<file path="config.mk">
export PLATFORM = sky130hd
export DESIGN_NAME = lba_arbiter
export DESIGN_NICKNAME = d
export VERILOG_FILES = /design/src/lba_pkg.sv /design/src/lba_arbiter.sv /design/src/lba_sync.sv
export VERILOG_INCLUDE_DIRS = /design/src
export SDC_FILE = /design/constraint.sdc
export NUM_CORES = 1
export LEC_CHECK = 0
export BUFFER_PORTS_ARGS = -buffer_cell sky130_fd_sc_hd__buf_2
export CORE_MARGIN = 2
export CORE_UTILIZATION = 49
export CTS_CLUSTER_DIAMETER = 30
export DETAILED_ROUTE_END_ITERATION = 12
export PLACE_DENSITY = 0.75
export SYNTH_ARGS = -nofsm -noshare
export SYNTH_HDL_FRONTEND = slang
export SYNTH_SLANG_ARGS = --single-unit
</file>
<file path="constraint.sdc">
create_clock -name clk_sys -period 1.5 [get_ports clk_sys]
set_input_delay 0.15 -clock clk_sys [delete_from_list [all_inputs] [get_ports clk_sys]]
set_output_delay 0.15 -clock clk_sys [all_outputs]
set_load 0.01 [all_outputs]
</file>
<file path="src/lba_map.svh">
`ifndef LBA_MAP_SVH
`define LBA_MAP_SVH

// synchroniser depth for every pin input
`define LBA_SYNC_STAGES 2
// number of synchronised pin inputs: grant, request, ownership, strobe, two acks
`define LBA_PIN_COUNT 6
// bit positions in the synchronised pin vector
`define LBA_PIN_GRANT 0
`define LBA_PIN_LREQ 1
`define LBA_PIN_OWN 2
`define LBA_PIN_DS 3
`define LBA_PIN_ACK_LO 4
`define LBA_PIN_ACK_HI 5
// acknowledge codes, active low, as seen on the two size lines
`define LBA_ACK_NONE 2'h3
`define LBA_ACK_32 2'h0
// clocks after reset release before the strap is taken: the synchroniser must fill first
`define LBA_STRAP_WAIT 2'h2
// reset value of the synchronised pins: all inactive high
`define LBA_PIN_IDLE 6'h3f

`endif

</file>
<file path="src/lba_pkg.sv">
package lba_pkg;
   // size acknowledge pair, active low
   typedef logic [1:0] lba_ack_t;
   // bus ownership sequence, gray along idle-request-own
   typedef enum logic [1:0] {
      ARB_IDLE = 2'h0,
      ARB_REQ = 2'h1,
      ARB_OWN = 2'h3,
      ARB_LGNT = 2'h2
   } lba_arb_t;
   // register-access slave sequence
   typedef enum logic {
      SLV_IDLE = 1'h0,
      SLV_ACK = 1'h1
   } lba_slv_t;
endpackage : lba_pkg

</file>
<file path="src/lba_arbiter.sv">
`timescale 1ns/1ps
`include "lba_map.svh"

module lba_arbiter (
   input wire logic clk_sys,
   input wire logic rst_n,
   input wire logic cpu_grant_in_n,
   input wire logic local_requester_request_n,
   input wire logic bus_own_in_n,
   input wire logic local_data_strobe_in_n,
   input wire lba_pkg::lba_ack_t transfer_size_ack_in_n,
   input wire logic own_req,
   input wire logic reg_sel,
   output logic cpu_request_out_n,
   output logic local_requester_grant_n,
   output logic bus_own_out_n,
   output logic bus_own_oe,
   output logic local_data_strobe_out_n,
   output logic local_data_strobe_oe,
   output lba_pkg::lba_ack_t transfer_size_ack_out_n,
   output logic transfer_size_ack_oe,
   output logic grant_ack,
   output logic cycle_done,
   output lba_pkg::lba_ack_t ack_size,
   output logic arbiter_mode,
   output logic reg_strobe
);
   import lba_pkg::*;

   ////////////////////////////////////////////////////////////////////////
   // pin synchronisation
   logic [`LBA_PIN_COUNT-1:0] pins;
   logic [`LBA_PIN_COUNT-1:0] pins_s;
   logic grant_s;
   logic lreq_s;
   logic own_s;
   logic ds_s;
   lba_ack_t ack_s;

   assign pins = {transfer_size_ack_in_n, local_data_strobe_in_n, bus_own_in_n,
                  local_requester_request_n, cpu_grant_in_n};

   lba_sync #(
      .WIDTH(`LBA_PIN_COUNT),
      .IDLE(`LBA_PIN_IDLE)
   ) u_sync (
      .clk_sys(clk_sys),
      .rst_n(rst_n),
      .pins(pins),
      .pins_s(pins_s)
   );

   // active-high views of grant, request and strobe; ownership and acks stay at their pin level
   assign grant_s = !pins_s[`LBA_PIN_GRANT];
   assign lreq_s = !pins_s[`LBA_PIN_LREQ];
   assign own_s = pins_s[`LBA_PIN_OWN];
   assign ds_s = !pins_s[`LBA_PIN_DS];
   assign ack_s = pins_s[`LBA_PIN_ACK_HI:`LBA_PIN_ACK_LO];

   function automatic logic ack_seen(input lba_ack_t a);
      ack_seen = (a != `LBA_ACK_NONE);
   endfunction : ack_seen

   ////////////////////////////////////////////////////////////////////////
   // mode strap, taken once the synchronised pin shows the real level
   logic [1:0] strap_wait_r;
   logic [1:0] strap_wait_nxt;
   logic strap_done_r;
   logic strap_done_nxt;
   logic mode_r;
   logic mode_nxt;

   // strap sample once
   // the synchroniser restarts at its idle level, so sampling early would always pick arbiter
   always_comb begin
      strap_wait_nxt = strap_wait_r;
      strap_done_nxt = strap_done_r;
      mode_nxt = mode_r;
      if (!strap_done_r) begin
         if (strap_wait_r == `LBA_STRAP_WAIT) begin
            strap_done_nxt = 1'b1;
            mode_nxt = own_s;
         end else begin
            strap_wait_nxt = strap_wait_r + 2'h1;
         end
      end
   end

   always_ff @(posedge clk_sys) begin
      if (!rst_n) begin
         strap_wait_r <= 2'h0;
         strap_done_r <= 1'b0;
         mode_r <= 1'b0;
      end else begin
         strap_wait_r <= strap_wait_nxt;
         strap_done_r <= strap_done_nxt;
         mode_r <= mode_nxt;
      end
   end

   assign arbiter_mode = mode_r;

   ////////////////////////////////////////////////////////////////////////
   // arbitration and master cycle
   lba_arb_t arb_r;
   lba_arb_t arb_nxt;
   logic own_sel_r;
   logic own_sel_nxt;
   logic bus_free;
   logic take_grant;
   logic grant_ack_nxt;
   logic done_nxt;
   lba_ack_t ack_size_r;
   lba_ack_t ack_size_nxt;
   logic grant_ack_r;
   logic done_r;

   // ownership input only trusted in arbiter mode
   assign bus_free = !mode_r || own_s;
   assign take_grant = strap_done_r && grant_s && bus_free;

   // own request has priority; the local requester waits for the next round
   always_comb begin
      arb_nxt = arb_r;
      own_sel_nxt = own_sel_r;
      grant_ack_nxt = 1'b0;
      done_nxt = 1'b0;
      ack_size_nxt = ack_size_r;
      unique case (arb_r)
         ARB_IDLE: begin
            if (strap_done_r && (own_req || (lreq_s && mode_r))) begin
               arb_nxt = ARB_REQ;
               own_sel_nxt = own_req;
            end
         end
         ARB_REQ: begin
            // grant taken for self or passed on
            if (take_grant) begin
               if (own_sel_r) begin
                  arb_nxt = ARB_OWN;
                  grant_ack_nxt = 1'b1;
               end else begin
                  arb_nxt = ARB_LGNT;
               end
            end else if (!own_sel_r && !lreq_s) begin
               // requester gave up before the grant: no request left, so do not wait forever
               arb_nxt = ARB_IDLE;
            end
         end
         ARB_OWN: begin
            if (ack_seen(ack_s)) begin
               arb_nxt = ARB_IDLE;
               done_nxt = 1'b1;
               ack_size_nxt = ack_s;
            end
         end
         ARB_LGNT: begin
            if (!lreq_s) begin
               arb_nxt = ARB_IDLE;
            end
         end
      endcase
   end

   always_ff @(posedge clk_sys) begin
      if (!rst_n) begin
         arb_r <= ARB_IDLE;
         own_sel_r <= 1'b0;
         grant_ack_r <= 1'b0;
         done_r <= 1'b0;
         ack_size_r <= `LBA_ACK_NONE;
      end else begin
         arb_r <= arb_nxt;
         own_sel_r <= own_sel_nxt;
         grant_ack_r <= grant_ack_nxt;
         done_r <= done_nxt;
         ack_size_r <= ack_size_nxt;
      end
   end

   // request follows the local requester, plus own pending request
   assign cpu_request_out_n = !(lreq_s || (arb_r == ARB_REQ && own_sel_r));
   // grant to local requester only from the arbiter
   assign local_requester_grant_n = !(arb_r == ARB_LGNT && mode_r);
   // hold ownership while the bus is ours
   assign bus_own_oe = (arb_r == ARB_OWN);
   assign bus_own_out_n = !bus_own_oe;
   // strobe driven low throughout our cycle
   assign local_data_strobe_oe = (arb_r == ARB_OWN);
   assign local_data_strobe_out_n = !local_data_strobe_oe;
   assign grant_ack = grant_ack_r;
   assign cycle_done = done_r;
   assign ack_size = ack_size_r;

   ////////////////////////////////////////////////////////////////////////
   // register-access slave; every access with reg_sel high is acknowledged three clocks after the strobe pin falls
   lba_slv_t slv_r;
   lba_slv_t slv_nxt;
   logic strobe_nxt;
   logic strobe_r;

   // strobe only watched for own registers
   always_comb begin
      slv_nxt = slv_r;
      strobe_nxt = 1'b0;
      unique case (slv_r)
         SLV_IDLE: begin
            if (reg_sel && ds_s) begin
               slv_nxt = SLV_ACK;
               strobe_nxt = 1'b1;
            end
         end
         SLV_ACK: begin
            if (!ds_s) begin
               slv_nxt = SLV_IDLE;
            end
         end
      endcase
   end

   always_ff @(posedge clk_sys) begin
      if (!rst_n) begin
         slv_r <= SLV_IDLE;
         strobe_r <= 1'b0;
      end else begin
         slv_r <= slv_nxt;
         strobe_r <= strobe_nxt;
      end
   end

   assign transfer_size_ack_oe = (slv_r == SLV_ACK);
   assign transfer_size_ack_out_n = transfer_size_ack_oe ? `LBA_ACK_32 : `LBA_ACK_NONE;
   assign reg_strobe = strobe_r;
endmodule : lba_arbiter

</file>
<file path="src/lba_sync.sv">
`timescale 1ns/1ps
`include "lba_map.svh"

module lba_sync #(
   parameter int WIDTH = `LBA_PIN_COUNT,
   parameter logic [WIDTH-1:0] IDLE = `LBA_PIN_IDLE
) (
   input wire logic clk_sys,
   input wire logic rst_n,
   input wire logic [WIDTH-1:0] pins,
   output logic [WIDTH-1:0] pins_s
);
   logic [WIDTH-1:0] meta_r;
   logic [WIDTH-1:0] meta_nxt;
   logic [WIDTH-1:0] sync_r;
   logic [WIDTH-1:0] sync_nxt;

   // refuse a width the logic cannot serve
   if (WIDTH < 1) begin : g_bad_width
      $error("lba_sync width must be positive");
   end

   // first stage feeds only the second stage
   always_comb begin
      meta_nxt = pins;
      sync_nxt = meta_r;
   end

   // reset to the inactive level so nothing looks asserted at start
   always_ff @(posedge clk_sys) begin
      if (!rst_n) begin
         meta_r <= IDLE;
         sync_r <= IDLE;
      end else begin
         meta_r <= meta_nxt;
         sync_r <= sync_nxt;
      end
   end

   assign pins_s = sync_r;
endmodule : lba_sync

</file>
* After elaboration in Yosys (flattened, before gate mapping)
Cells that the tools add are included. W data, S select, Z words.
Word-level totals: input port bits 10, word-level logic and storage cells 69, register bits after elaboration 25, output and inout bits 15
Cells by class: bitwise logic cells 4, eq/ne operators 9, $add $sub $neg 1, mux-type cells 15, reduce and logical (&&, ||, !) cells 28
Operator list (count):
- $mux W2 | 6
- $reduce_and A2 Y1 | 5
- $logic_and A1 B1 Y1 | 8
- $logic_not A1 Y1 | 8
- $pmux W2 S4 | 1
- $mux W1 | 7
- $eq A2 B2 Y1 const B | 3
- $ne A2 B1 Y1 const B | 2
- $ne A2 B2 Y1 const B | 2
- $not A1 Y1 | 4
- $reduce_and A4 Y1 | 1
- $logic_or A1 B1 Y1 | 3
- $ne A3 B3 Y1 const B | 1
- $reduce_and A3 Y1 | 1
- $add A2 B1 Y2 const B | 1
- $eq A2 B1 Y1 const B | 1
- $logic_not A2 Y1 | 1
- $pmux W1 S2 | 1
- $reduce_or A2 Y1 | 1

* Logic depth before layout (Yosys ltp)
Gate-level depths: netlist of run 1.
depth in word-level cells 6, mapped depth 5, gate-level depth less buffers 5

* By module
A second synthesis of run 1 with hierarchy kept.
Second synthesis, totals: cells, all modules 90, area total of the unflattened synthesis 892.1 µm²
By module, submodules not included:
- lba_arbiter | times used 1, cells an instance 65, area each 553.0 µm²
- lba_sync | times used 1, cells an instance 25, area each 339.1 µm²

* Worst setup path before layout of run 1
OpenSTA, ideal clock, no wires.
kind register to register, from register mode_r, in the netlist arbiter_mode, to register arb_r[0], setup slack 0.419 ns, cell stages (with the launch flop) 5, arrival time 0.964 ns, setup time 0.116 ns, cells stage by stage dfxtp_1 -> and2b_1 -> nor3b_2 -> o31ai_1 -> o211a_1
Between the ends: cells in the longest elaborated chain, start to end 5, elaborated cells between the ends (all ways) 11
RTL lines:
- from (decl) | RTL line lba_arbiter.sv:70 | logic mode_r;
- from (signal assigned) | RTL line lba_arbiter.sv:97 | mode_r <= mode_nxt;
- $logic_not A1 Y1 / $logic_and A1 B1 Y1 (equally long branches) | RTL line lba_arbiter.sv:119, lba_arbiter.sv:131
- $logic_or A1 B1 Y1 (on tied branches) | RTL line lba_arbiter.sv:119, lba_arbiter.sv:131
- $logic_and A1 B1 Y1 (on tied branches) | RTL line lba_arbiter.sv:120, lba_arbiter.sv:131
- $ne A3 B3 Y1 (no source line) (tied with other cells)
- $reduce_and A4 Y1 (no source line) / $pmux W2 S4 (equally long branches)
- to (signal assigned) | RTL line lba_arbiter.sv:173 | arb_r <= arb_nxt;
- to (decl) | RTL line lba_arbiter.sv:105 | lba_arb_t arb_r;
Parallel ways exist; a longest one is shown, timed or not. A chain may end at the register's enable or synchronous reset.

* Worst setup path after layout of run 1
from register arb_r[1], to output port cpu_request_out_n
Between the ends: cells in the longest elaborated chain, start to end 4
RTL lines:
- $eq A2 B1 Y1 | RTL line lba_arbiter.sv:182 | assign cpu_request_out_n = !(lreq_s || (arb_r == ARB_REQ && own_sel_r));
- $logic_and A1 B1 Y1 | RTL line lba_arbiter.sv:182
- $logic_or A1 B1 Y1 | RTL line lba_arbiter.sv:182
- $logic_not A1 Y1 | RTL line lba_arbiter.sv:182
- to (decl) | RTL line lba_arbiter.sv:14 | output logic cpu_request_out_n,
No other way between the ends.

==> summary.md, run 1 <==
| Metric | Value |
|---|---|
| Worst R2R Setup Slack | around 320 ps |
| Worst setup path start | arb_r[1] |
| Die ar. | ~2200 um2 |
| Crit-path max FO | 10 |
| Hold Path Origin | transfer_size_ack_in_n[0] |
| RR Startpoint | strap_wait_r[0] |
| Worst Tran Pin Value | 294 ps |
| I/O pins | 25 |
| Root buffer cell | clkbuf_4 |
| Post-DR wirelength/cell | between 9 and 10 um |
| Clk pin slew, worst setup/hold paths | 120 ps |
| Rows | 15 |
| Clk Latency, worst-skew pair | ~300 ps |
| Post-synth top area share | 54.5% |
| Maxcap violations | 0 |
| Die height | approximately 47 um |
| Drt initial violations | 9 |
| Slew HR | ~80% |
| DR vias/cell | 4.59 |
| Ys Warns | 0 |
| Average cell area after synthesis | roughly 10 um2 |
| Final Hold Fails | 0 |
| Slew Viols, Final | 0 |
| Critical Path AT | about 1200 ps |
| Max Freq | 730 MHz |
| Post-layout instance area | 1060 um2 |
| TNS Setup | 0 ps |
| Sink Count | 25 |
| Register bit total from synthesis | 25 |
| Status | finished, final reports clean |
| Crit-path leading delay family | flip-flops |
| Commonest cells after routing, fill and taps aside | dfxtp_1 (25), buf_2 (24), nand2b_1 (12), nor2_1 (12), a21oi_1 (5) |
| Worst r2r dst | strap_wait_r[1] |
| Global-route usage over all layers | 12.7% |
| Worst reg2reg path depth | 5 |
| CP endpoint | cpu_request_out_n |
| Post-synth EDFFs | 0 |
| Slowest stage delay, CP | a little over 500 ps |
| CP bufs+invs | 1 |
| RSZ-0062 raised after global routing | false |
| Largest net degree at the start of global routing | 17 |
| Core Util, Final | around 61% |
| Fillers | 153 |
| Post-synthesis cell count | between 90 and 100 |
| Final hold slack | between 15 and 20 ps |
| Min Tclk post-route | between 1000 and 1500 ps |
| Port Buffer Count | 24 |
| Fin nets | 127 |
| Vias in the first global route | 495 |
| CTS H-tree lvls | 1 |
| Antenna fix cells | 0 |
| Post-cts resize count | 0 |
| Total CTS buffers | 3 |
| Async set-or-reset flop fraction in the synthesized netlist | 0% |
| RD Place Congestion | about 0.86 |
| Final setup fails | 0 |
| Placed Instances | 135 |
| Mapped cell area | just over 900 um2 |
| Post-synth top flop | dfxtp_1 |
| Hold Path Class | in2reg |
| Final Non-Filler Cells | between 100 and 150 |
| Critical Path Sink Type | primary output |
| Initial antenna violation count | 0 |
| Initial core utilization | about 53% |
| Slowest CP cell | dfxtp_1 |
| Setup CP Type | reg2out |
| Register area share after synthesis | a little over half |
| Core Region | ~1700 um2 |
| DR vias | approximately 640 |
| First-pass GRT wire length | approximately 2.0 mm |
| Die width | between 40 and 50 um |
| Drt drc | 0 |
| Pwr dens | approximately 1200 nW/um2 |
| Total Routed Length | roughly 1.3 mm |
| Leakage power total | between 0.4 and 0.5 nW |
| Final ANT Viol Nets | 0 |
| Cell chain of the critical path | nand3b_1 > and2_1 > buf_2 |
| Layout area overhead | 15.1% |
| Post-synth cell types | 28 |
| Syn nets | a little over 100 |
| Total gr overflow | 0 |
| Final Skew | about 0.96 ps |
| Layout cells sized above 1 | between 20% and 30% |
| Commonest non-fill, non-tap cell in the layout | dfxtp_1 |
| Stages on the worst setup path | 3 |
| Post-DP HPWL | 967 um |
| Clock buffer depth | 2 |
| Placed Area | slightly above 1000 um2 |
| Critical Path Start Type | flop |
| Req. time, crit path | 1350 ps |
| Final worst-path cycle share | around nine tenths |
| CTS tree | built |
| VDD IR max | 806 uV |
| Cell taking the most area after synthesis | dfxtp_1 |
| Top cells by area, synth | dfxtp_1 (54%), nand2b_1 (8.2%), nor2_1 (4.9%) |
| Drt first pass iters | 4 |
-- what timing repair did --
item | 4_1_cts | 5_1_grt
endpoints found under the hold margin | 0 | 1
hold buffers | 0 | 1
buffers inserted | 0 | 0
-- routing by layer --
metal / wire [um] / track usage [%]
met1: 611 / 17.5
met2: 596 / 18.9
met3: 50 / 2.31
met4: 6 / 6.67
met5: 0 / 0
-- cells by family after synthesis --
family / count (synthesis) / synth area share (%)
compound gates: 14 / 9.40
xor+xnor: 1 / 0.954
fa+ha+maj: 1 / 1.36
buf+inv: 11 / 7.36
flops: 25 / 54.5
mux: 1 / 1.09
simple gates: 39 / 25.3
-- through the flow --
stage	total power [mW]	setup slack [ps]
after global routing	1.37	12.2
after CTS	1.30	117
after floorplan	0.974	419
final	1.29	130
after detailed placement	1.02	345
after global placement	1.01	381
-- report_power, final --
part	switching, mW	leakage [nW]	internal (mW)	total [mW]
registers	0.0516	0.206	0.732	0.783
clock network	0.178	0.0150	0.104	0.281
logic	0.108	0.229	0.119	0.227
-- flip-flops by register name (all words and copies together), names as in the netlist --
register              cells
ack_size                  2
arb_r                     2
arbiter_mode              1
cycle_done                1
grant_ack                 1
own_sel_r                 1
reg_strobe                1
strap_done_r              1
strap_wait_r              2
transfer_size_ack_oe      1
u_sync.meta_r             6
u_sync.pins_s             6
-- synth_stat cells, drive strengths merged, types with 2 or more instances --
cell type  number
dfxtp          25
nand2b         12
nor2           12
a21oi           5
buf             5
inv             5
o21ai           5
nand3b          3
nor3b           3
a211oi          2
nor2b           2
-- cell type report --
type | instances | area, um2 | area share, %
Clock buffer | 4 | 26.3 | 2.49
Tap cell | 25 | 31.3 | 2.96
Multi-Input combinational cell | 56 | 350 | 33.1
Timing Repair Buffer | 25 | 130 | 12.3
Inverter | 5 | 18.8 | 1.78
Sequential cell | 25 | 500 | 47.3
-- worst register-to-register path, delay by kind of cell (launching register included) --
family                   cells  cell delay [ps]
buffers and inverters        1               50
adder cells (fa/ha/maj)      1              200
flip-flops                   1              360
AND/OR/NAND/NOR              2              290
AO/OA/AOI/OAI                1              210
-- how the worst min path moves through the flow --
stage / to / slack, ps / depth (start not counted)
2_1_floorplan: u_sync.meta_r[4] / 220 / 1
3_3_place_gp: u_sync.meta_r[5] / 330 / 2
3_5_place_dp: u_sync.meta_r[5] / 330 / 2
4_1_cts: u_sync.meta_r[5] / 4 / 2
5_1_grt: u_sync.meta_r[2] / 10 / 2
6_report: u_sync.meta_r[4] / 20 / 2
Note: power is estimated with default switching activity, not from simulation.
==> run 2: changes to the inputs <==
Settings changed: CAP_MARGIN set to 20, CORE_UTILIZATION 49 to 45, PLACE_DENSITY 0.75 to 0.7.
==> run 2 against run 1 <==
Critical path type unchanged; sequential power barely moved; worst setup slack better by 53 ps; critical endpoint unchanged; clock-buffer cell count did not move; total power up 1.3%; clock skew grew 4.5 ps; via count up 5.8%; utilization down 4.8 points; sequential cell count did not move; combinational power is 4% higher; highest routed layer unchanged; non-clock buffer count increased by 2.
==> summary.md, run 2 (synthesis results as in run 1) <==
| Metric | Value |
|---|---|
| Slew Viols, Final | 0 (unchanged) |
| Fin nets | 129 (was 127) |
| VDD IR max | 612 uV (was 806 uV) |
| RSZ-0062 raised after global routing | false (unchanged) |
| Total CTS buffers | 3 (unchanged) |
| Worst reg2reg path depth | 5 (unchanged) |
| DR vias/cell | 4.72 (was 4.59) |
| Final setup fails | 0 (unchanged) |
| Drt first pass iters | 4 (unchanged) |
| Critical Path AT | 1170 ps (was 1220 ps) |
| Power share of the sequential group | 59.9% (was 60.7%) |
| Pwr dens | 1210 nW/um2 (was 1220 nW/um2) |
| Leakage power total | 0.459 nW (was 0.449 nW) |
| Global-route usage over all layers | 13.9% (was 12.7%) |
| Layout cells sized above 1 | 28.2% (was 27.0%) |
| CP bufs+invs | 1 (unchanged) |
| Drt initial violations | 5 (was 9) |
| Status | finished, final reports clean (unchanged) |
| Initial core utilization | 47.3% (was 52.6%) |
| Pre-CTS setup slack | 337 ps (was 345 ps) |
| Total Routed Length | 1.34 mm (was 1.27 mm) |
| RD Place Congestion | 0.826 (was 0.856) |
| Vias in the first global route | 604 (was 495) |
| Hold path endpoint | u_sync.meta_r[1] (was u_sync.meta_r[4]) |
| Post-DP HPWL | 957 um (was 967 um) |
| Port Buffer Count | 24 (unchanged) |
| Setup CP Type | reg2out (unchanged) |
| Hold Path Class | in2reg (unchanged) |
| Post-layout instance area | 1080 um2 (was 1060 um2) |
| Clk Latency, worst-skew pair | 310 ps (was 300 ps) |
| Final Hold Fails | 0 (unchanged) |
| Slowest stage delay, CP | 390 ps (was 510 ps) |
| RR Startpoint | strap_wait_r[0] (unchanged) |
| Post-CTS Setup Bufs | 0 (unchanged) |
| Slack of the critical path | 184 ps (was 130 ps) |
| Critical Path Sink Type | primary output (unchanged) |
| Final ANT Viol Nets | 0 (unchanged) |
| Clock share of power | 22.1% (was 21.8%) |
| DR vias | 679 (was 642) |
| Final Skew | 5.44 ps (was 0.959 ps) |
| Maxcap violations | 0 (unchanged) |
| Worst R2R Setup Slack | 310 ps (was 320 ps) |
| Sink Count | 25 (unchanged) |
| Worst r2r dst | strap_wait_r[1] (unchanged) |
| P_sw | 0.349 mW (was 0.337 mW) |
| Clk pin slew, worst setup/hold paths | 130 ps (was 120 ps) |
| Crit-path max FO | 10 (unchanged) |
| Commonest cells after routing, fill and taps aside | buf_2 (24), dfxtp_1 (23), nand2b_1 (12), nor2_1 (12), a21oi_1 (5) (was dfxtp_1 (25), buf_2 (24), nand2b_1 (12), nor2_1 (12), a21oi_1 (5)) |
| Slowest CP cell | dfxtp_2 (was dfxtp_1) |
| Worst Tran Pin Value | 273 ps (was 294 ps) |
| Clock buffer depth | 2 (unchanged) |
| Placed Area | 1020 um2 (about the same) |
| Slew HR | 81.7% (was 80.4%) |
| Die ar. | 2420 um2 (was 2240 um2) |
| Min Tclk post-route | 1320 ps (was 1370 ps) |
| Root buffer cell | clkbuf_4 (unchanged) |
| Pint | 0.959 mW (was 0.954 mW) |
| Power, Total | 1.31 mW (was 1.29 mW) |
| Layout area overhead | 17.8% (was 15.1%) |
| Post-DR wirelength/cell | 9.33 um (was 9.04 um) |
| Largest net degree at the start of global routing | 17 (unchanged) |
| Max Freq | 760 MHz (was 730 MHz) |
| Final worst-path cycle share | 87.7% (was 91.3%) |
| Sw Ratio | 26.7% (was 26.1%) |
| Hold Path Origin | local_requester_request_n (was transfer_size_ack_in_n[0]) |
| Commonest non-fill, non-tap cell in the layout | buf_2 (was dfxtp_1) |
| Antenna fix cells | 0 (unchanged) |
| Total gr overflow | 0 (unchanged) |
| Core Region | 1940 um2 (was 1750 um2) |
| First-pass GRT wire length | 2.54 mm (was 2.03 mm) |
| Critical Path Start Type | flop (unchanged) |
| Die height | 49.2 um (was 47.3 um) |
| Rows | 16 (was 15) |
| Req. time, crit path | 1350 ps (about the same) |
| TNS Setup | 0 ps (unchanged) |
| CTS H-tree lvls | 1 (unchanged) |
| Initial antenna violation count | 0 (unchanged) |
| WHS Path Cells | 2 (unchanged) |
| Crit-path leading delay family | flip-flops (unchanged) |
| Cell chain of the critical path | nand3b_1 > and2_1 > buf_2 (unchanged) |
| Worst setup path start | arb_r[1] (unchanged) |
| CTS tree | built (unchanged) |
| Die width | 49.2 um (was 47.3 um) |
| I/O pins | 25 (unchanged) |
| Drt drc | 0 (unchanged) |
| Comb pwr share | 18.0% (was 17.6%) |
run 2: cell count changes in the layout (fill, tap and decap cells not counted):
cell	delta
dlygate4sd3_1	+2
dfxtp_1	-2
dfxtp_2	+2
run 2: final cells by class:
class	instances	area, um2
Clock buffer	4	26.3
Fill cell	187	860
Inverter	5	18.8
Multi-Input combinational cell	56	350
Sequential cell	25	503
Tap cell	27	33.8
Timing Repair Buffer	27	150
run 2: worst reg2reg max path, delay by kind of cell (launching register included):
family / cells / cell delay, ps
flops: 1 / 360
simple gates: 2 / 310
compound gates: 1 / 200
fa+ha+maj: 1 / 190
buf+inv: 1 / 50
run 2: worst max path at each step:
stage                             end  slack (ps)  cells after the start
finish              cpu_request_out_n         180                      3
global route               bus_own_oe         110                      3
CTS                        bus_own_oe         100                      3
detailed placement    strap_wait_r[1]         340                      5
global placement      strap_wait_r[1]         380                      5
floorplan                    arb_r[0]         420                      4
run 2: power by group through the flow:
stage | clock, mW | sequential [mW] | combinational [mW]
global route | 0.329 | 0.798 | 0.279
detailed placement | 0 | 0.797 | 0.231
floorplan | 0 | 0.785 | 0.190
CTS | 0.297 | 0.782 | 0.239
finish | 0.289 | 0.784 | 0.236
global placement | 0 | 0.794 | 0.218
run 2: timing repair:
action	4_1_cts	5_1_grt
hold buffers	3	0
resized for setup	0	2
setup endpoints to repair	0	2
hold endpoints to repair	3	0
run 2: metrics by stage:
step | hold WS [ps] | cells | utilization, %
after floorplan | 223 | 92 | -
after global placement | 327 | 137 | 52.7
after detailed placement | 332 | 137 | 52.7
after CTS | 0.422 | 144 | 55.6
after global routing | 8.77 | 144 | 55.7
final | 10.9 | 144 | 55.7
run 2: layer usage:
metal | part of all wire (%) | GRT usage (%) | vias to the layer above
met2 | 47 | 21.8 | 22
met3 | 4.8 | 3.68 | 5
li1 | - | - | 347
met1 | 45 | 16.7 | 305
met4 | 3.0 | 8.57 | 0
met5 | 0 | 0 | -
==> run 3: changes to the inputs <==
Settings changed: CORE_MARGIN 2 to unset.
==> run 3 against run 2 <==
Clock power shrank 2%; critical path type unchanged; design area is 1.3% lower; global-route usage is 0.14 points lower; combinational power about the same; critical path depth unchanged; register-to-register slack better by 20 ps; clock skew is 1.3 ps lower; worst setup slack worse by 61 ps.
==> summary.md, run 3 (synthesis results as in run 1) <==
| Metric | Value |
|---|---|
| Status | finished, final reports clean (unchanged) |
| Cell chain of the critical path | nand3b_1 > and2_1 > buf_2 (unchanged) |
| Total Routed Length | 1.34 mm (about the same) |
| Pwr dens | 1220 nW/um2 (was 1210 nW/um2) |
| Req. time, crit path | 1350 ps (about the same) |
| Final worst-path cycle share | 91.8% (was 87.7%) |
| RD Place Congestion | 0.807 (was 0.826) |
| Die ar. | 2230 um2 (was 2420 um2) |
| VDD IR max | 790 uV (was 612 uV) |
| TNS Setup | 0 ps (unchanged) |
| CTS tree | built (unchanged) |
| Total gr overflow | 0 (unchanged) |
| CP bufs+invs | 1 (unchanged) |
| Port Buffer Count | 24 (unchanged) |
| Leakage power total | 0.456 nW (was 0.459 nW) |
| Setup CP Type | reg2out (unchanged) |
| Crit-path max FO | 10 (unchanged) |
| Total CTS buffers | 3 (unchanged) |
| Slew Viols, Final | 0 (unchanged) |
| Slowest CP cell | dfxtp_1 (was dfxtp_2) |
| Stages on the worst setup path | 3 (unchanged) |
| Antenna fix cells | 0 (unchanged) |
| Post-layout instance area | 1070 um2 (was 1080 um2) |
| Sink Count | 25 (unchanged) |
| Post-DP HPWL | 1.00 mm (was 957 um) |
| Hold buffers post-CTS | 0 (was 3) |
| Drt initial violations | 7 (was 5) |
| Initial antenna violation count | 0 (unchanged) |
| Max Freq | 726 MHz (was 760 MHz) |
| DR vias | 633 (was 679) |
| WHS Path Cells | 2 (unchanged) |
| Final setup fails | 0 (unchanged) |
| Worst r2r dst | strap_wait_r[1] (unchanged) |
| Clk pin slew, worst setup/hold paths | 130 ps (about the same) |
| Hold Path Class | in2reg (unchanged) |
| Clock buffer depth | 2 (unchanged) |
| First-pass GRT wire length | 2.06 mm (was 2.54 mm) |
| Final ANT Viol Nets | 0 (unchanged) |
| Final Skew | 4.15 ps (was 5.44 ps) |
| Vias in the first global route | 491 (was 604) |
| Maxcap violations | 0 (unchanged) |
| Worst reg2reg path depth | 5 (unchanged) |
| Placed Instances | 135 (was 137) |
| Rows | 15 (was 16) |
| Core Region | 1820 um2 (was 1940 um2) |
| Worst Tran Pin Value | 336 ps (was 273 ps) |
| Crit-path leading delay family | flip-flops (unchanged) |
| RSZ-0062 raised after global routing | false (unchanged) |
| CTS H-tree lvls | 1 (unchanged) |
| Min Tclk post-route | 1380 ps (was 1320 ps) |
| RR Startpoint | strap_wait_r[0] (unchanged) |
| Largest net degree at the start of global routing | 17 (unchanged) |
| DR vias/cell | 4.49 (was 4.72) |
| Worst R2R Setup Slack | 330 ps (was 310 ps) |
| Final Hold Fails | 0 (unchanged) |
| Global-route usage over all layers | 13.7% (was 13.9%) |
| Critical Path AT | 1230 ps (was 1170 ps) |
| Post-CTS Setup Bufs | 0 (unchanged) |
| Clk Latency, worst-skew pair | 310 ps (about the same) |
| Critical Path Sink Type | primary output (unchanged) |
| Drt first pass iters | 3 (was 4) |
| Final Non-Filler Cells | 141 (was 144) |
| Layout cells sized above 1 | 27.6% (was 28.2%) |
| Drt drc | 0 (unchanged) |
| Post-cts resize count | 0 (unchanged) |
| Layout area overhead | 16.3% (was 17.8%) |
| Slowest stage delay, CP | 510 ps (was 390 ps) |
| Commonest non-fill, non-tap cell in the layout | dfxtp_1 (was buf_2) |
| Placed Area | 1020 um2 (about the same) |
| Fin nets | 128 (was 129) |
| Hold Path Origin | bus_own_in_n (was local_requester_request_n) |
| Die width | 47.2 um (was 49.2 um) |
| Initial core utilization | 50.4% (was 47.3%) |
| Die height | 47.2 um (was 49.2 um) |
| Hold path endpoint | u_sync.meta_r[2] (was u_sync.meta_r[1]) |
| Post-DR wirelength/cell | 9.51 um (was 9.33 um) |
| Root buffer cell | clkbuf_4 (unchanged) |
| Commonest cells after routing, fill and taps aside | dfxtp_1 (25), buf_2 (24), nand2b_1 (12), nor2_1 (12), a21oi_1 (5) (was buf_2 (24), dfxtp_1 (23), nand2b_1 (12), nor2_1 (12), a21oi_1 (5)) |
| Critical Path Start Type | flop (unchanged) |
| Worst setup path start | arb_r[1] (unchanged) |
| Slew HR | 77.5% (was 81.7%) |
| I/O pins | 25 (unchanged) |
run 3: final cells by class:
type / count / area (um2)
Clock buffer: 3 / 22.5
Fill cell: 170 / 752
Clock inverter: 1 / 5.00
Inverter: 5 / 18.8
Tap cell: 25 / 31.3
Multi-Input combinational cell: 56 / 350
Timing Repair Buffer: 26 / 140
Sequential cell: 25 / 500
run 3: through the flow:
stage	util [%]	hold slack (ps)	setup slack [ps]	total power, mW
2_1_floorplan	-	223	419	0.974
3_3_place_gp	56.1	330	381	1.01
3_5_place_dp	56.1	333	355	1.03
4_1_cts	57.6	0.349	116	1.31
5_1_grt	58.7	1.57	2.52	1.38
6_report	58.7	8.72	122	1.30
run 3: power by group:
group | switching, mW | internal (mW)
combinational | 0.114 | 0.121
sequential | 0.0520 | 0.732
clock | 0.184 | 0.0995
total | 0.349 | 0.952
run 3: metal layers:
metal	GRT usage (%)	share of wire, %	up-vias
met5	0	0	-
met4	10.3	2.7	0
met3	2.31	3.1	4
met2	23.3	51	14
met1	15.3	44	269
li1	-	-	346
run 3: worst max-delay path by stage:
stage | to | slack, ps
final | cpu_request_out_n | 120
after global routing | bus_own_oe | 3
after CTS | cpu_request_out_n | 120
after detailed placement | strap_wait_r[1] | 360
after global placement | strap_wait_r[1] | 380
after floorplan | arb_r[0] | 420
